<file path="src/hdl/ebac_pkg.sv">
// Contract
// Firmware loads location and byte before writing
// Permit set, then go in next instruction
// Go without permit never starts a write
// Write time comes from an independent timer
// Hardware clears program go when write ends
// Firmware polls go or takes the interrupt
// Program permit is zero after reset
// Bank select resets to zero, hiding control
// Firmware sets the nvm interrupt enable first
// Write end sets the nvm request flag
// Vector needs both enables, stack not full
// Servicing the interrupt clears the flag
// Firmware masks interrupts around arming a write
// No idle or sleep during an access
// Fetch permit, then fetch go starts read
// Hardware clears fetch go; firmware polls it
// Control reached via pointer 40H, bank 01H
// Firmware clears control and bank afterwards
// Location holds six bits, upper read zero
// Fetched byte stays until next operation
// Never both go bits or all four
// Write ticks counted on synchronised timer clock
// Read completes in fixed system cycles
package ebac_pkg;

  // APB register byte addresses
  localparam logic [7:0] OFF_LOCATION = 8'h00;
  localparam logic [7:0] OFF_BYTE = 8'h04;
  localparam logic [7:0] OFF_BANK = 8'h08;
  localparam logic [7:0] OFF_POINTER = 8'h0C;
  localparam logic [7:0] OFF_INDIRECT = 8'h10;
  localparam logic [7:0] OFF_IRQ = 8'h14;

  // Indirect route to the control register
  localparam logic [7:0] CTRL_POINTER = 8'h40;
  localparam logic [7:0] CTRL_BANK = 8'h01;

  // Control field positions
  localparam int CTL_FETCH_GO = 0;
  localparam int CTL_FETCH_PERMIT = 1;
  localparam int CTL_PROGRAM_GO = 2;
  localparam int CTL_PROGRAM_PERMIT = 3;

  // Interrupt control field positions
  localparam int IRQ_GLOBAL_EN = 0;
  localparam int IRQ_NVM_EN = 1;
  localparam int IRQ_NVM_FLAG = 2;

  // Geometry and reset values
  localparam int LOC_W = 6;
  localparam int BYTE_W = 8;
  localparam logic [7:0] RST_BYTE = 8'h00;
  localparam logic [LOC_W-1:0] RST_LOCATION = 6'h00;
  localparam logic [7:0] RST_BANK = 8'h00;
  localparam logic [7:0] RST_POINTER = 8'h00;

  // Default timing counts
  localparam int DEF_WRITE_TICKS = 8;
  localparam int DEF_READ_CYCLES = 2;

  // Control bits that travel together
  typedef struct packed {
    logic program_permit;
    logic program_go;
    logic fetch_permit;
    logic fetch_go;
  } ebac_ctrl_s;

  // Interrupt control bits
  typedef struct packed {
    logic nvm_irq_flag;
    logic nvm_irq_enable;
    logic global_irq_enable;
  } ebac_irq_s;

  // Sequencer states, one-hot
  typedef enum logic [2:0] {
    ST_IDLE = 3'b001,
    ST_READ = 3'b010,
    ST_WRITE = 3'b100
  } ebac_state_e;

endpackage

</file>
<file path="src/hdl/ebac_ctrl.sv">
// Indirect single-byte nvm access controller with APB register port
//
// Local design decisions: register access over APB and the register offsets.
module ebac_ctrl
  import ebac_pkg::*;
#(
  parameter int WRITE_TICKS = DEF_WRITE_TICKS, // Timer ticks per write cycle
  parameter int READ_CYCLES = DEF_READ_CYCLES  // System cycles per read, at least 2
) (
  input wire logic pclk,
  input wire logic presetn,
  input wire logic ce,
  input wire logic psel,
  input wire logic penable,
  input wire logic pwrite,
  input wire logic [7:0] paddr,
  input wire logic [31:0] pwdata,
  input wire logic [3:0] pstrb,
  output logic [31:0] prdata,
  output logic pready,
  output logic pslverr,
  input wire logic write_timer_tick,
  input wire logic stack_full,
  input wire logic irq_serviced,
  output logic irq_vector_req,
  output logic busy
);

  // Counter is sized for whichever operation counts further
  localparam int CNT_MAX = (WRITE_TICKS > READ_CYCLES) ? WRITE_TICKS : READ_CYCLES;
  localparam int CW = $clog2(CNT_MAX + 1);
  localparam logic [CW-1:0] WRITE_LAST = CW'(WRITE_TICKS - 1);
  localparam logic [CW-1:0] READ_LAST = CW'(READ_CYCLES - 1);
  localparam logic [CW-1:0] CNT_ONE = CW'(1);

  // Zero-extend a byte to a bus word
  function automatic logic [31:0] word_of(input logic [7:0] b);
    word_of = {24'h000000, b};
  endfunction

  // True when the bus address selects the given register
  function automatic logic hit(input logic [7:0] a, input logic [7:0] off);
    hit = (a == off);
  endfunction

  // Software-visible registers
  logic [LOC_W-1:0] nvm_location; // Byte index, six bits
  logic [7:0] nvm_byte; // Data in and out
  logic [7:0] bank_select; // Bank pointer
  logic [7:0] indirect_pointer_one; // Memory pointer for the indirect port
  ebac_ctrl_s nvm_control; // Permits and go bits
  ebac_irq_s irq_ctrl; // Enables and request flag

  // Sequencer
  ebac_state_e state;
  logic [CW-1:0] cnt; // Tick or cycle count within an operation
  logic [LOC_W-1:0] op_addr; // Location captured at start
  logic [7:0] op_data; // Byte captured at start

  // Bus decode
  logic wr_acc; // Write takes effect in access phase
  logic rd_setup; // Read data is prepared in setup phase
  logic low_lane; // Byte lane 0 enabled
  logic ctrl_open; // Indirect port currently reaches the control register
  logic mapped; // Address is one of ours

  // Derived events
  logic tick_rise; // Synchronised timer tick
  logic prog_req; // Legal write start request
  logic fetch_req; // Legal read start request
  logic write_done; // Last tick of a write
  logic read_done; // Last cycle of a read
  logic mem_wr;
  logic mem_rd;
  logic [7:0] mem_rdata;

  // APB decode; access phase always completes at once
  assign pready = psel && penable;
  assign wr_acc = psel && penable && pwrite && low_lane;
  assign rd_setup = psel && !penable && !pwrite;
  assign low_lane = pstrb[0];
  assign ctrl_open = (bank_select == CTRL_BANK) &&
                     (indirect_pointer_one == CTRL_POINTER);
  assign mapped = hit(paddr, OFF_LOCATION) || hit(paddr, OFF_BYTE) || hit(paddr, OFF_BANK) ||
                  hit(paddr, OFF_POINTER) || hit(paddr, OFF_INDIRECT) || hit(paddr, OFF_IRQ);
  assign busy = (state != ST_IDLE);

  // Write start needs the permit already stored, an idle engine, and no
  // conflicting go bit; a write of all four bits starts nothing.
  // Requests are only ever raised while the engine is idle.
  always_comb begin
    prog_req = 1'b0;
    fetch_req = 1'b0;
    if (wr_acc && hit(paddr, OFF_INDIRECT) && ctrl_open && (state == ST_IDLE)) begin
      if (!(pwdata[CTL_PROGRAM_GO] && pwdata[CTL_FETCH_GO]) &&
          !(pwdata[CTL_PROGRAM_PERMIT] && pwdata[CTL_FETCH_PERMIT])) begin
        // Go with permit low does nothing
        prog_req = pwdata[CTL_PROGRAM_GO] && nvm_control.program_permit;
        fetch_req = pwdata[CTL_FETCH_GO] && nvm_control.fetch_permit;
      end else if (!(pwdata[CTL_PROGRAM_GO] && pwdata[CTL_FETCH_GO])) begin
        // Both permits high without both go bits: permits may land, go bits ignored
        prog_req = 1'b0;
        fetch_req = 1'b0;
      end else begin
        // Both go bits together: nothing starts
        prog_req = 1'b0;
        fetch_req = 1'b0;
      end
    end
  end

  // Completion conditions; a write ends on the tick edge that completes
  // the count, so that last tick stores the byte and releases the go bit
  // in one cycle.
  assign write_done = (state == ST_WRITE) && tick_rise && (cnt == WRITE_LAST);
  assign read_done = (state == ST_READ) && (cnt == READ_LAST);
  assign mem_wr = write_done;
  assign mem_rd = (state == ST_READ);

  // Timer tick arrives from its own oscillator, so it is synchronised
  // A tick level shorter than two system cycles may be missed entirely
  ebac_sync u_tick_sync (
    .pclk(pclk),
    .presetn(presetn),
    .ce(ce),
    .async_in(write_timer_tick),
    .rise(tick_rise)
  );

  // Array; its read port is registered, so a read needs two cycles at
  // least: one to load the array output, one to move it to the byte register
  ebac_mem #(
    .AW(LOC_W),
    .DW(BYTE_W)
  ) u_mem (
    .pclk(pclk),
    .presetn(presetn),
    .ce(ce),
    .wr_en(mem_wr),
    .rd_en(mem_rd),
    .addr(op_addr),
    .wdata(op_data),
    .rdata(mem_rdata)
  );

  // Location register; upper bits are not stored at all
  // Bits above the index are dropped on write and read back as zero
  always_ff @(posedge pclk or negedge presetn) begin
    if (!presetn) begin
      nvm_location <= RST_LOCATION;
    end else if (ce && wr_acc && hit(paddr, OFF_LOCATION)) begin
      nvm_location <= pwdata[LOC_W-1:0];
    end
  end

  // Byte register: software load, or the fetched byte at read end
  always_ff @(posedge pclk or negedge presetn) begin
    if (!presetn) begin
      nvm_byte <= RST_BYTE;
    end else if (ce) begin
      if (read_done) begin
        // Fetched byte then stays until the next operation
        nvm_byte <= mem_rdata;
      end else if (wr_acc && hit(paddr, OFF_BYTE)) begin
        nvm_byte <= pwdata[7:0];
      end
    end
  end

  // Bank select starts at bank 0, hiding the control register
  // Any other bank value hides it too; only the exact pair opens the route
  always_ff @(posedge pclk or negedge presetn) begin
    if (!presetn) begin
      bank_select <= RST_BANK;
    end else if (ce && wr_acc && hit(paddr, OFF_BANK)) begin
      bank_select <= pwdata[7:0];
    end
  end

  // Indirect memory pointer
  always_ff @(posedge pclk or negedge presetn) begin
    if (!presetn) begin
      indirect_pointer_one <= RST_POINTER;
    end else if (ce && wr_acc && hit(paddr, OFF_POINTER)) begin
      indirect_pointer_one <= pwdata[7:0];
    end
  end

  // Permit bits: software owned, cleared at reset
  // They may change while busy; there is no abort, the engine runs on
  always_ff @(posedge pclk or negedge presetn) begin
    if (!presetn) begin
      nvm_control.program_permit <= 1'b0;
      nvm_control.fetch_permit <= 1'b0;
    end else if (ce && wr_acc && hit(paddr, OFF_INDIRECT) && ctrl_open) begin
      nvm_control.program_permit <= pwdata[CTL_PROGRAM_PERMIT];
      nvm_control.fetch_permit <= pwdata[CTL_FETCH_PERMIT];
    end
  end

  // Go bits: software can only set them, hardware clears them; a zero
  // written while busy is ignored so polling always sees the real state.
  always_ff @(posedge pclk or negedge presetn) begin
    if (!presetn) begin
      nvm_control.program_go <= 1'b0;
      nvm_control.fetch_go <= 1'b0;
    end else if (ce) begin
      if (prog_req) begin
        nvm_control.program_go <= 1'b1;
      end else if (write_done) begin
        nvm_control.program_go <= 1'b0;
      end
      if (fetch_req) begin
        nvm_control.fetch_go <= 1'b1;
      end else if (read_done) begin
        nvm_control.fetch_go <= 1'b0;
      end
    end
  end

  // Sequencer state
  // A write has priority from idle, though both never start together
  // because such a request is refused in the start decode.
  always_ff @(posedge pclk or negedge presetn) begin
    if (!presetn) begin
      state <= ST_IDLE;
    end else if (ce) begin
      case (state)
        ST_IDLE: begin
          if (prog_req) begin
            state <= ST_WRITE;
          end else if (fetch_req) begin
            state <= ST_READ;
          end
        end
        ST_READ: begin
          if (read_done) begin
            state <= ST_IDLE;
          end
        end
        ST_WRITE: begin
          if (write_done) begin
            state <= ST_IDLE;
          end
        end
        default: begin
          state <= ST_IDLE;
        end
      endcase
    end
  end

  // Counter: system cycles in a read, timer ticks in a write
  // In a write it moves only on synchronised tick edges
  always_ff @(posedge pclk or negedge presetn) begin
    if (!presetn) begin
      cnt <= '0;
    end else if (ce) begin
      if (state == ST_IDLE) begin
        cnt <= '0;
      end else if (state == ST_READ) begin
        cnt <= cnt + CNT_ONE;
      end else if (tick_rise) begin
        cnt <= cnt + CNT_ONE;
      end
    end
  end

  // Capture location and byte at start so later bus writes cannot
  // disturb an operation in flight.
  always_ff @(posedge pclk or negedge presetn) begin
    if (!presetn) begin
      op_addr <= RST_LOCATION;
      op_data <= RST_BYTE;
    end else if (ce && (prog_req || fetch_req)) begin
      op_addr <= nvm_location;
      op_data <= nvm_byte;
    end
  end

  // Interrupt enables: plain software bits
  // The flag bit of this word is handled by its own process below
  always_ff @(posedge pclk or negedge presetn) begin
    if (!presetn) begin
      irq_ctrl.global_irq_enable <= 1'b0;
      irq_ctrl.nvm_irq_enable <= 1'b0;
    end else if (ce && wr_acc && hit(paddr, OFF_IRQ)) begin
      irq_ctrl.global_irq_enable <= pwdata[IRQ_GLOBAL_EN];
      irq_ctrl.nvm_irq_enable <= pwdata[IRQ_NVM_EN];
    end
  end

  // Request flag: set at write end, cleared on service or by a zero
  // written from software; a set in the same cycle wins.
  always_ff @(posedge pclk or negedge presetn) begin
    if (!presetn) begin
      irq_ctrl.nvm_irq_flag <= 1'b0;
    end else if (ce) begin
      if (write_done) begin
        irq_ctrl.nvm_irq_flag <= 1'b1;
      end else if (irq_serviced) begin
        irq_ctrl.nvm_irq_flag <= 1'b0;
      end else if (wr_acc && hit(paddr, OFF_IRQ) && !pwdata[IRQ_NVM_FLAG]) begin
        irq_ctrl.nvm_irq_flag <= 1'b0;
      end
    end
  end

  // Vector request needs both enables and room on the return stack
  // Combinational, so the core sees the request in the same cycle
  assign irq_vector_req = irq_ctrl.nvm_irq_flag && irq_ctrl.global_irq_enable &&
                          irq_ctrl.nvm_irq_enable && !stack_full;

  // Read data is taken in the setup phase so it leaves a flip-flop;
  // the cost is that it reflects state one cycle before the access edge.
  // Unmapped addresses give an error and zero data.
  always_ff @(posedge pclk or negedge presetn) begin
    if (!presetn) begin
      prdata <= '0;
      pslverr <= 1'b0;
    end else if (ce && psel && !penable) begin
      pslverr <= !mapped;
      prdata <= '0;
      if (rd_setup) begin
        case (1'b1)
          hit(paddr, OFF_LOCATION): prdata <= word_of({2'b00, nvm_location});
          hit(paddr, OFF_BYTE): prdata <= word_of(nvm_byte);
          hit(paddr, OFF_BANK): prdata <= word_of(bank_select);
          hit(paddr, OFF_POINTER): prdata <= word_of(indirect_pointer_one);
          hit(paddr, OFF_INDIRECT): begin
            // Control only when the pointer and bank select it
            if (ctrl_open) begin
              prdata <= word_of({4'h0, nvm_control});
            end
          end
          hit(paddr, OFF_IRQ): prdata <= word_of({5'h00, irq_ctrl});
          default: prdata <= '0;
        endcase
      end
    end
  end

endmodule

</file>
<file path="src/hdl/ebac_sync.sv">
// Three-stage synchroniser with agreement filter and rising-edge pulse
module ebac_sync
  import ebac_pkg::*;
(
  input wire logic pclk,
  input wire logic presetn,
  input wire logic ce,
  input wire logic async_in,
  output logic rise
);

  logic s1; // Metastability catcher, read only by s2
  logic s2;
  logic s3;
  logic level; // Filtered level

  // Shift chain
  always_ff @(posedge pclk or negedge presetn) begin
    if (!presetn) begin
      s1 <= 1'b0;
      s2 <= 1'b0;
      s3 <= 1'b0;
    end else if (ce) begin
      s1 <= async_in;
      s2 <= s1;
      s3 <= s2;
    end
  end

  // A change counts only once s2 and s3 agree
  always_ff @(posedge pclk or negedge presetn) begin
    if (!presetn) begin
      level <= 1'b0;
      rise <= 1'b0;
    end else if (ce) begin
      rise <= (s2 == s3) && s3 && !level;
      if (s2 == s3) begin
        level <= s3;
      end
    end
  end

endmodule

</file>
<file path="src/hdl/ebac_mem.sv">
// Byte array with registered read data
module ebac_mem
  import ebac_pkg::*;
#(
  parameter int AW = LOC_W,
  parameter int DW = BYTE_W
) (
  input wire logic pclk,
  input wire logic presetn,
  input wire logic ce,
  input wire logic wr_en,
  input wire logic rd_en,
  input wire logic [AW-1:0] addr,
  input wire logic [DW-1:0] wdata,
  output logic [DW-1:0] rdata
);

  logic [DW-1:0] cells [0:(1<<AW)-1]; // Storage, no reset like real cells

  // Write port
  always_ff @(posedge pclk) begin
    if (ce && wr_en) begin
      cells[addr] <= wdata;
    end
  end

  // Registered read port
  always_ff @(posedge pclk or negedge presetn) begin
    if (!presetn) begin
      rdata <= '0;
    end else if (ce && rd_en) begin
      rdata <= cells[addr];
    end
  end

endmodule

</file>
<file path="config.mk">
export PLATFORM = sky130hd
export DESIGN_NAME = ebac_ctrl
export DESIGN_NICKNAME = d
export VERILOG_FILES = /design/src/hdl/ebac_pkg.sv /design/src/hdl/ebac_ctrl.sv /design/src/hdl/ebac_sync.sv /design/src/hdl/ebac_mem.sv
export SDC_FILE = /design/constraint.sdc
export NUM_CORES = 1
export LEC_CHECK = 0
export ABC_AREA = 1
export BUFFER_PORTS_ARGS = -buffer_cell sky130_fd_sc_hd__buf_2
export CAP_MARGIN = 30
export CELL_PAD_IN_SITES_DETAIL_PLACEMENT = 0
export CELL_PAD_IN_SITES_GLOBAL_PLACEMENT = 2
export CORE_ASPECT_RATIO = 1.75
export CORE_MARGIN = 2
export CORE_UTILIZATION = 41
export CTS_CLUSTER_SIZE = 24
export DETAILED_ROUTE_END_ITERATION = 12
export GPL_TIMING_DRIVEN = 0
export PLACE_DENSITY_LB_ADDON = 0.1
export SYNTH_ARGS = -nofsm -noshare
export SYNTH_HDL_FRONTEND = slang
export SYNTH_SLANG_ARGS = --single-unit
</file>
<file path="constraint.sdc">
create_clock -name pclk -period 2.5 [get_ports pclk]
set_input_delay 0.75 -clock pclk [delete_from_list [all_inputs] [get_ports pclk]]
set_output_delay 0.75 -clock pclk [all_outputs]
set_load 0.01 [all_outputs]
</file>
Word-level counts from Yosys, hierarchy flattened --
Memories as Yosys holds them, arrays and structs flattened. A register that Yosys moved wholly into a read port is not among the register bits. Index checks and enable logic that the tools add are counted.
Operators by class: add/sub/neg operators 1, equality and inequality tests 17, multiplexer cells 31, reductions and logical operators 65
Operators with widths (number):
- two-way mux 8 bit | 7
- logical AND 1 bit | 37
- two-way mux 4 bit | 5
- equality test 8 x 4 -> 1 bit, second input constant | 2
- equality test 8 x 5 -> 1 bit, second input constant | 2
- two-way mux 3 bit | 5
- two-way mux 1 bit | 13
- AND reduction 2 bit | 6
- zero test 1 bit | 9
- case mux 3 bit (3 select lines) | 1
- equality test 8 x 1 -> 1 bit, second input constant | 1
- equality test 8 x 3 -> 1 bit, second input constant | 1
- equality test 8 x 7 -> 1 bit, second input constant | 1
- zero test 8 bit | 1
- logical OR 1 bit | 6
- nonzero test 2 bit | 3
- nonzero test 3 bit | 2
- adder 4 x 1 -> 4 bit, second input constant | 1
- equality test 4 x 1 -> 1 bit, second input constant | 1
- equality test 4 x 3 -> 1 bit, second input constant | 1
- AND reduction 4 bit | 1
- equality test 3 x 1 -> 1 bit, second input constant | 1
- equality test 3 x 2 -> 1 bit, second input constant | 1
- equality test 3 bit, second input constant | 1
- other kinds (5) | 5
Storage, ports and cells: register bits after elaboration 96, RAM bits 512, bits of input ports 53, logic and storage cells 137, memories kept 1
Memory list:
- u_mem.cells | words 64, width 8, rd ports 1, clocked after Yosys merged registers in 1, wr ports 1, RTL line ebac_mem.sv:18 | logic [DW-1:0] cells [0:(1<<AW)-1];

Logic depth before layout (Yosys ltp) --
depth in word-level cells 10, mapped depth 16, mapped depth without buffers 13

Cells and area by module --
Synthesis repeated with hierarchy kept, for this count alone.
Unflattened totals: cell total of the unflattened synthesis 2688, area, all modules 26140.1 um^2
Modules (own cells, without submodules):
- ebac_mem | times used 1, cells each 2198, area an instance 22208.8 um^2
- ebac_ctrl | times used 1, cells each 466, area an instance 3721.1 um^2
- ebac_sync | times used 1, cells each 24, area an instance 210.2 um^2

Worst setup path after synthesis --
Ideal clock, no wire load.
path type in2reg, start input ce, end memory u_mem.cells[0][0] (netlist bit) (enable), setup time 0.371 ns, arrival 2.060 ns, setup slack 0.069 ns, stages 6, path buffers 2, cells stage by stage buf_4 -> inv_2 -> buf_2 -> nor2_2 -> nand4_1 -> nor2_1
Between the ends: word-level cells in the longest chain between the ends 3
Ends and longest elaborated chain:
- start: declaration | RTL line ebac_ctrl.sv:12 | input wire logic ce,
- logical AND 1 bit | RTL line ebac_mem.sv:22 | if (ce && wr_en) begin
- two-way mux 1 bit | RTL line ebac_mem.sv:22
- two-way mux 1 bit (implied by the code) | RTL line ebac_mem.sv:23 | cells[addr] <= wdata;
- end: declaration | RTL line ebac_mem.sv:18
Every way passes these cells.

Worst setup path after layout --
start register op_addr[4], end memory u_mem.cells[21][2] (netlist bit) (enable)
RTL lines:
- start: declaration | RTL line ebac_ctrl.sv:57 | logic [LOC_W-1:0] op_addr;
- start signal: assignment | RTL line ebac_ctrl.sv:276 | op_addr <= nvm_location;
No word-level cell before the write port.

==> results.cfg <==
[outcome]
status = finished with violations
violations = design-rule violations

[worst_setup_path]
crit_start = op_addr[4]
crit_path_cell_trace = buf_2 -> inv_1 -> nor3_4 -> inv_1 -> nor2_2
timing.reg2reg.worst_path_depth = 5
worstSetupStartpointType = flip-flop
crit_slowest_cell = nor2_2
endpoint_kind = flip-flop
critPathKind = reg -> reg
worstPathRequired_ns = 2.76
arrival_ns = 2.74
r2r-end = u_mem.cells[21][2]
crit_path_frequent_cell = inv_1
reg2reg_setup_slack_ns = 0.02
crit_fanout = 9
reg2reg_from = op_addr[4]
max_stage_delay_ns = 0.51

[grt]
use_met1_pct = 27.8
gr-usage-met3_pct = 2.55
grt_overflow = 0
use_met2_pct = 50.9
grt_pass1_wl_um = 121000
grt_pass1_vias = 18500
grt_max_degree = 66
antenna_found_initial = 0
track_usage_pct = 25.5
busiest_layer = met2

[detailed_routing]
drc = 3
drtIter0Drc = 1318
vias = 18600
wl_per_cell_um = 22.7
dr.pass1.iters = 12
via_per_inst = 5.11
antenna_left = 0
wirelength_um = 82800

[yosys]
synthArstFlopShare_pct = 13.5
syn_avg_cell_area_um2 = 9.88
yosys.area_share.simple_pct = 26.1
synth.distinct_cells = 35
synth-compound-area-share_pct = 2.41
synth_top_cell_by_area = edfxtp_1
syn-cell-area_um2 = 26000
synth_area_leaders = edfxtp_1, nand2_1, dfrtp_1
synth_mux_area_share_pct = 0
synth_edf_count = 512
ys_seq_area_share_pct = 66.9
yosysWarningCount = 0
yosysTopAreaCellShare_pct = 59.2
synthAdderAreaFrac_pct = 0.144
synth_top_family_by_area = simple AND/OR/NAND/NOR gates
synthFlopType = edfxtp_1
synthXorXnorAreaFrac_pct = 0.0337
ys_seq_elements = 592
synth_cells = 2629

[clocking]
clk_latency_ns = 0.64
clkTransAtPathRegs_ns = 0.06
cts_root_buf = clkbuf_16
clk_path_buf_depth = 3
cts_tree = done
cts.sinks = 592
cts_buffers = 54
htreeDepth = 2

[min_path]
hp-class = in -> reg
hold_end = u_tick_sync.s1
whs_path_depth = 3
worstHoldStart = write_timer_tick

[layout]
post_layout_nonfiller_instances = 3642
nNetsFinal = 2849
post-route-util_pct = 47.7
n_antenna_cell = 0
syn_to_final_growth_pct = 15.8
layout-drive-gt1-share_pct = 14.1
fin_area_um2 = 30100

[placed_design]
hpwl_um = 58500
placed_cells = 3503
port_buffers = 36
place_congestion = 0.914
dpl_worst_slack_ns = -1.35
post_dp_cell_area_um2 = 27400

[floorplan]
pin_count = 89
fp.coreArea_um2 = 63000
die-width_um = 194
rows = 122
start_util_pct = 41.2
dieArea_um2 = 65500
dieHeight_um = 337

[sta]
fin_ws_ns = 0.0187
timing.hold.ws_ns = 0.345
tns_ns = 0
worstMarginPinSlew_ns = 0.963
hold_viol = 0
fin_worst_skew_ns = 0.0429
maxSlewViolCount = 0
max_freq_mhz = 403
fin_crit_sh_pct = 99.3
max_slew_margin_pct = 35.8
finalCriticalPeriod_ns = 2.48
finalSetupViolCount = 0
rsz0062_at_grt = yes

[pwr]
peakVddDrop_mv = 0.572
powerDensity_nw_per_um2 = 668
p_leak_nw = 13.7
p_total_mw = 20.1

[flow_run]
maxCapViolations = 0
[synthesized netlist by cell type (2+ instances only)]
cell type  number
o22ai_1         2
nor2_4          4
inv_2           4
nand2_1      1396
buf_2          65
dfrtp_1        79
nand4_1        99
o21ai_0        48
buf_1          18
nor3_2          9
a21oi_1        23
ha_1            3
edfxtp_1      512
o211ai_1       11
clkbuf_1       22
nor3_1          4
o21ai_1         3
buf_6           6
inv_1          79
o21ai_2        14
or2_2           7
buf_4          38
nor2_1        138
nor2_2          5
nand3_1        30
[critical path: cells and delay by family (launching register included)]
family        cells  cell delay [ns]
buf+inv           3             0.86
flops             1             0.33
simple gates      2             0.92
[layout by cell type (no fill, tap or decap), types with 14 or more instances in the layout]
cell type and instances:
nand4_1 99, o21ai_2 14, a21oi_1 23, o21ai_0 48, edfxtp_1 512, buf_2 100, clkbuf_16 55, nor2_4 58
buf_1 16, nor2_1 76, clkbuf_1 32, inv_1 76, buf_4 73, dfrtp_1 71, nand3_1 30, conb_1 24
nand2_1 1394
[metal layers]
| layer | share of wire (%) | vias up | routed length [um] |
|---|---|---|---|
| met5 | 0 | - | 0 |
| met4 | 3.6 | 0 | 2940 |
| met3 | 3.7 | 142 | 3060 |
| met2 | 56 | 477 | 46200 |
| met1 | 37 | 9040 | 30600 |
| li1 | - | 8949 | - |
[state kept, by name, indices dropped and copies added (netlist names)]
name / cells
bank_select: 8
cnt: 4
indirect_pointer_one: 8
irq_ctrl: 3
nvm_byte: 8
nvm_control: 4
nvm_location: 6
op_addr: 6
op_data: 8
prdata: 8
pslverr: 1
state: 3
u_mem.cells: 512
u_mem.rdata: 8
u_tick_sync.level: 1
u_tick_sync.rise: 1
u_tick_sync.s1: 1
u_tick_sync.s2: 1
u_tick_sync.s3: 1
[area by class of cell]
class | instances | area, um2
Buffer | 149 | 843
Clock buffer | 71 | 1460
Clock inverter | 28 | 300
Fill cell | 6000 | 33000
Inverter | 84 | 332
Multi-Input combinational cell | 1827 | 8030
Sequential cell | 592 | 17400
Tap cell | 806 | 1010
Timing Repair Buffer | 85 | 716
[power breakdown]
| group | internal [mW] | leakage, nW | switching, mW |
|---|---|---|---|
| registers | 10.8 | 7.00 | 0.125 |
| logic | 0.273 | 5.82 | 0.475 |
| clock network | 4.72 | 0.843 | 3.73 |
[worst max path at each step]
stage,to,cells after the start
global placement,u_mem.cells[44][6],6
finish,u_mem.cells[21][2],5
floorplan,u_mem.cells[0][0],6
detailed placement,u_mem.cells[60][5],6
global route,u_mem.cells[18][0],5
CTS,u_mem.cells[8][3],7
[cell families (layout without fill, tap and decap cells)]
| kind of cell | count (synthesis) | in the layout |
|---|---|---|
| compound gates | 104 | 104 |
| fa+ha+maj | 3 | 3 |
| buf+inv | 233 | 417 |
| other cells | 1 | 24 |
| flops | 592 | 592 |
| simple gates | 1695 | 1695 |
| xor+xnor | 1 | 1 |
[what timing repair did]
item                                    CTS  global route
endpoints found under the setup margin  519           250
resized for setup                       122            22
pin swaps                                14             3
endpoints found under the hold margin    19             0
buffers inserted                         32             7
hold buffers                              1             0
Power figures use the tool's default switching activity.
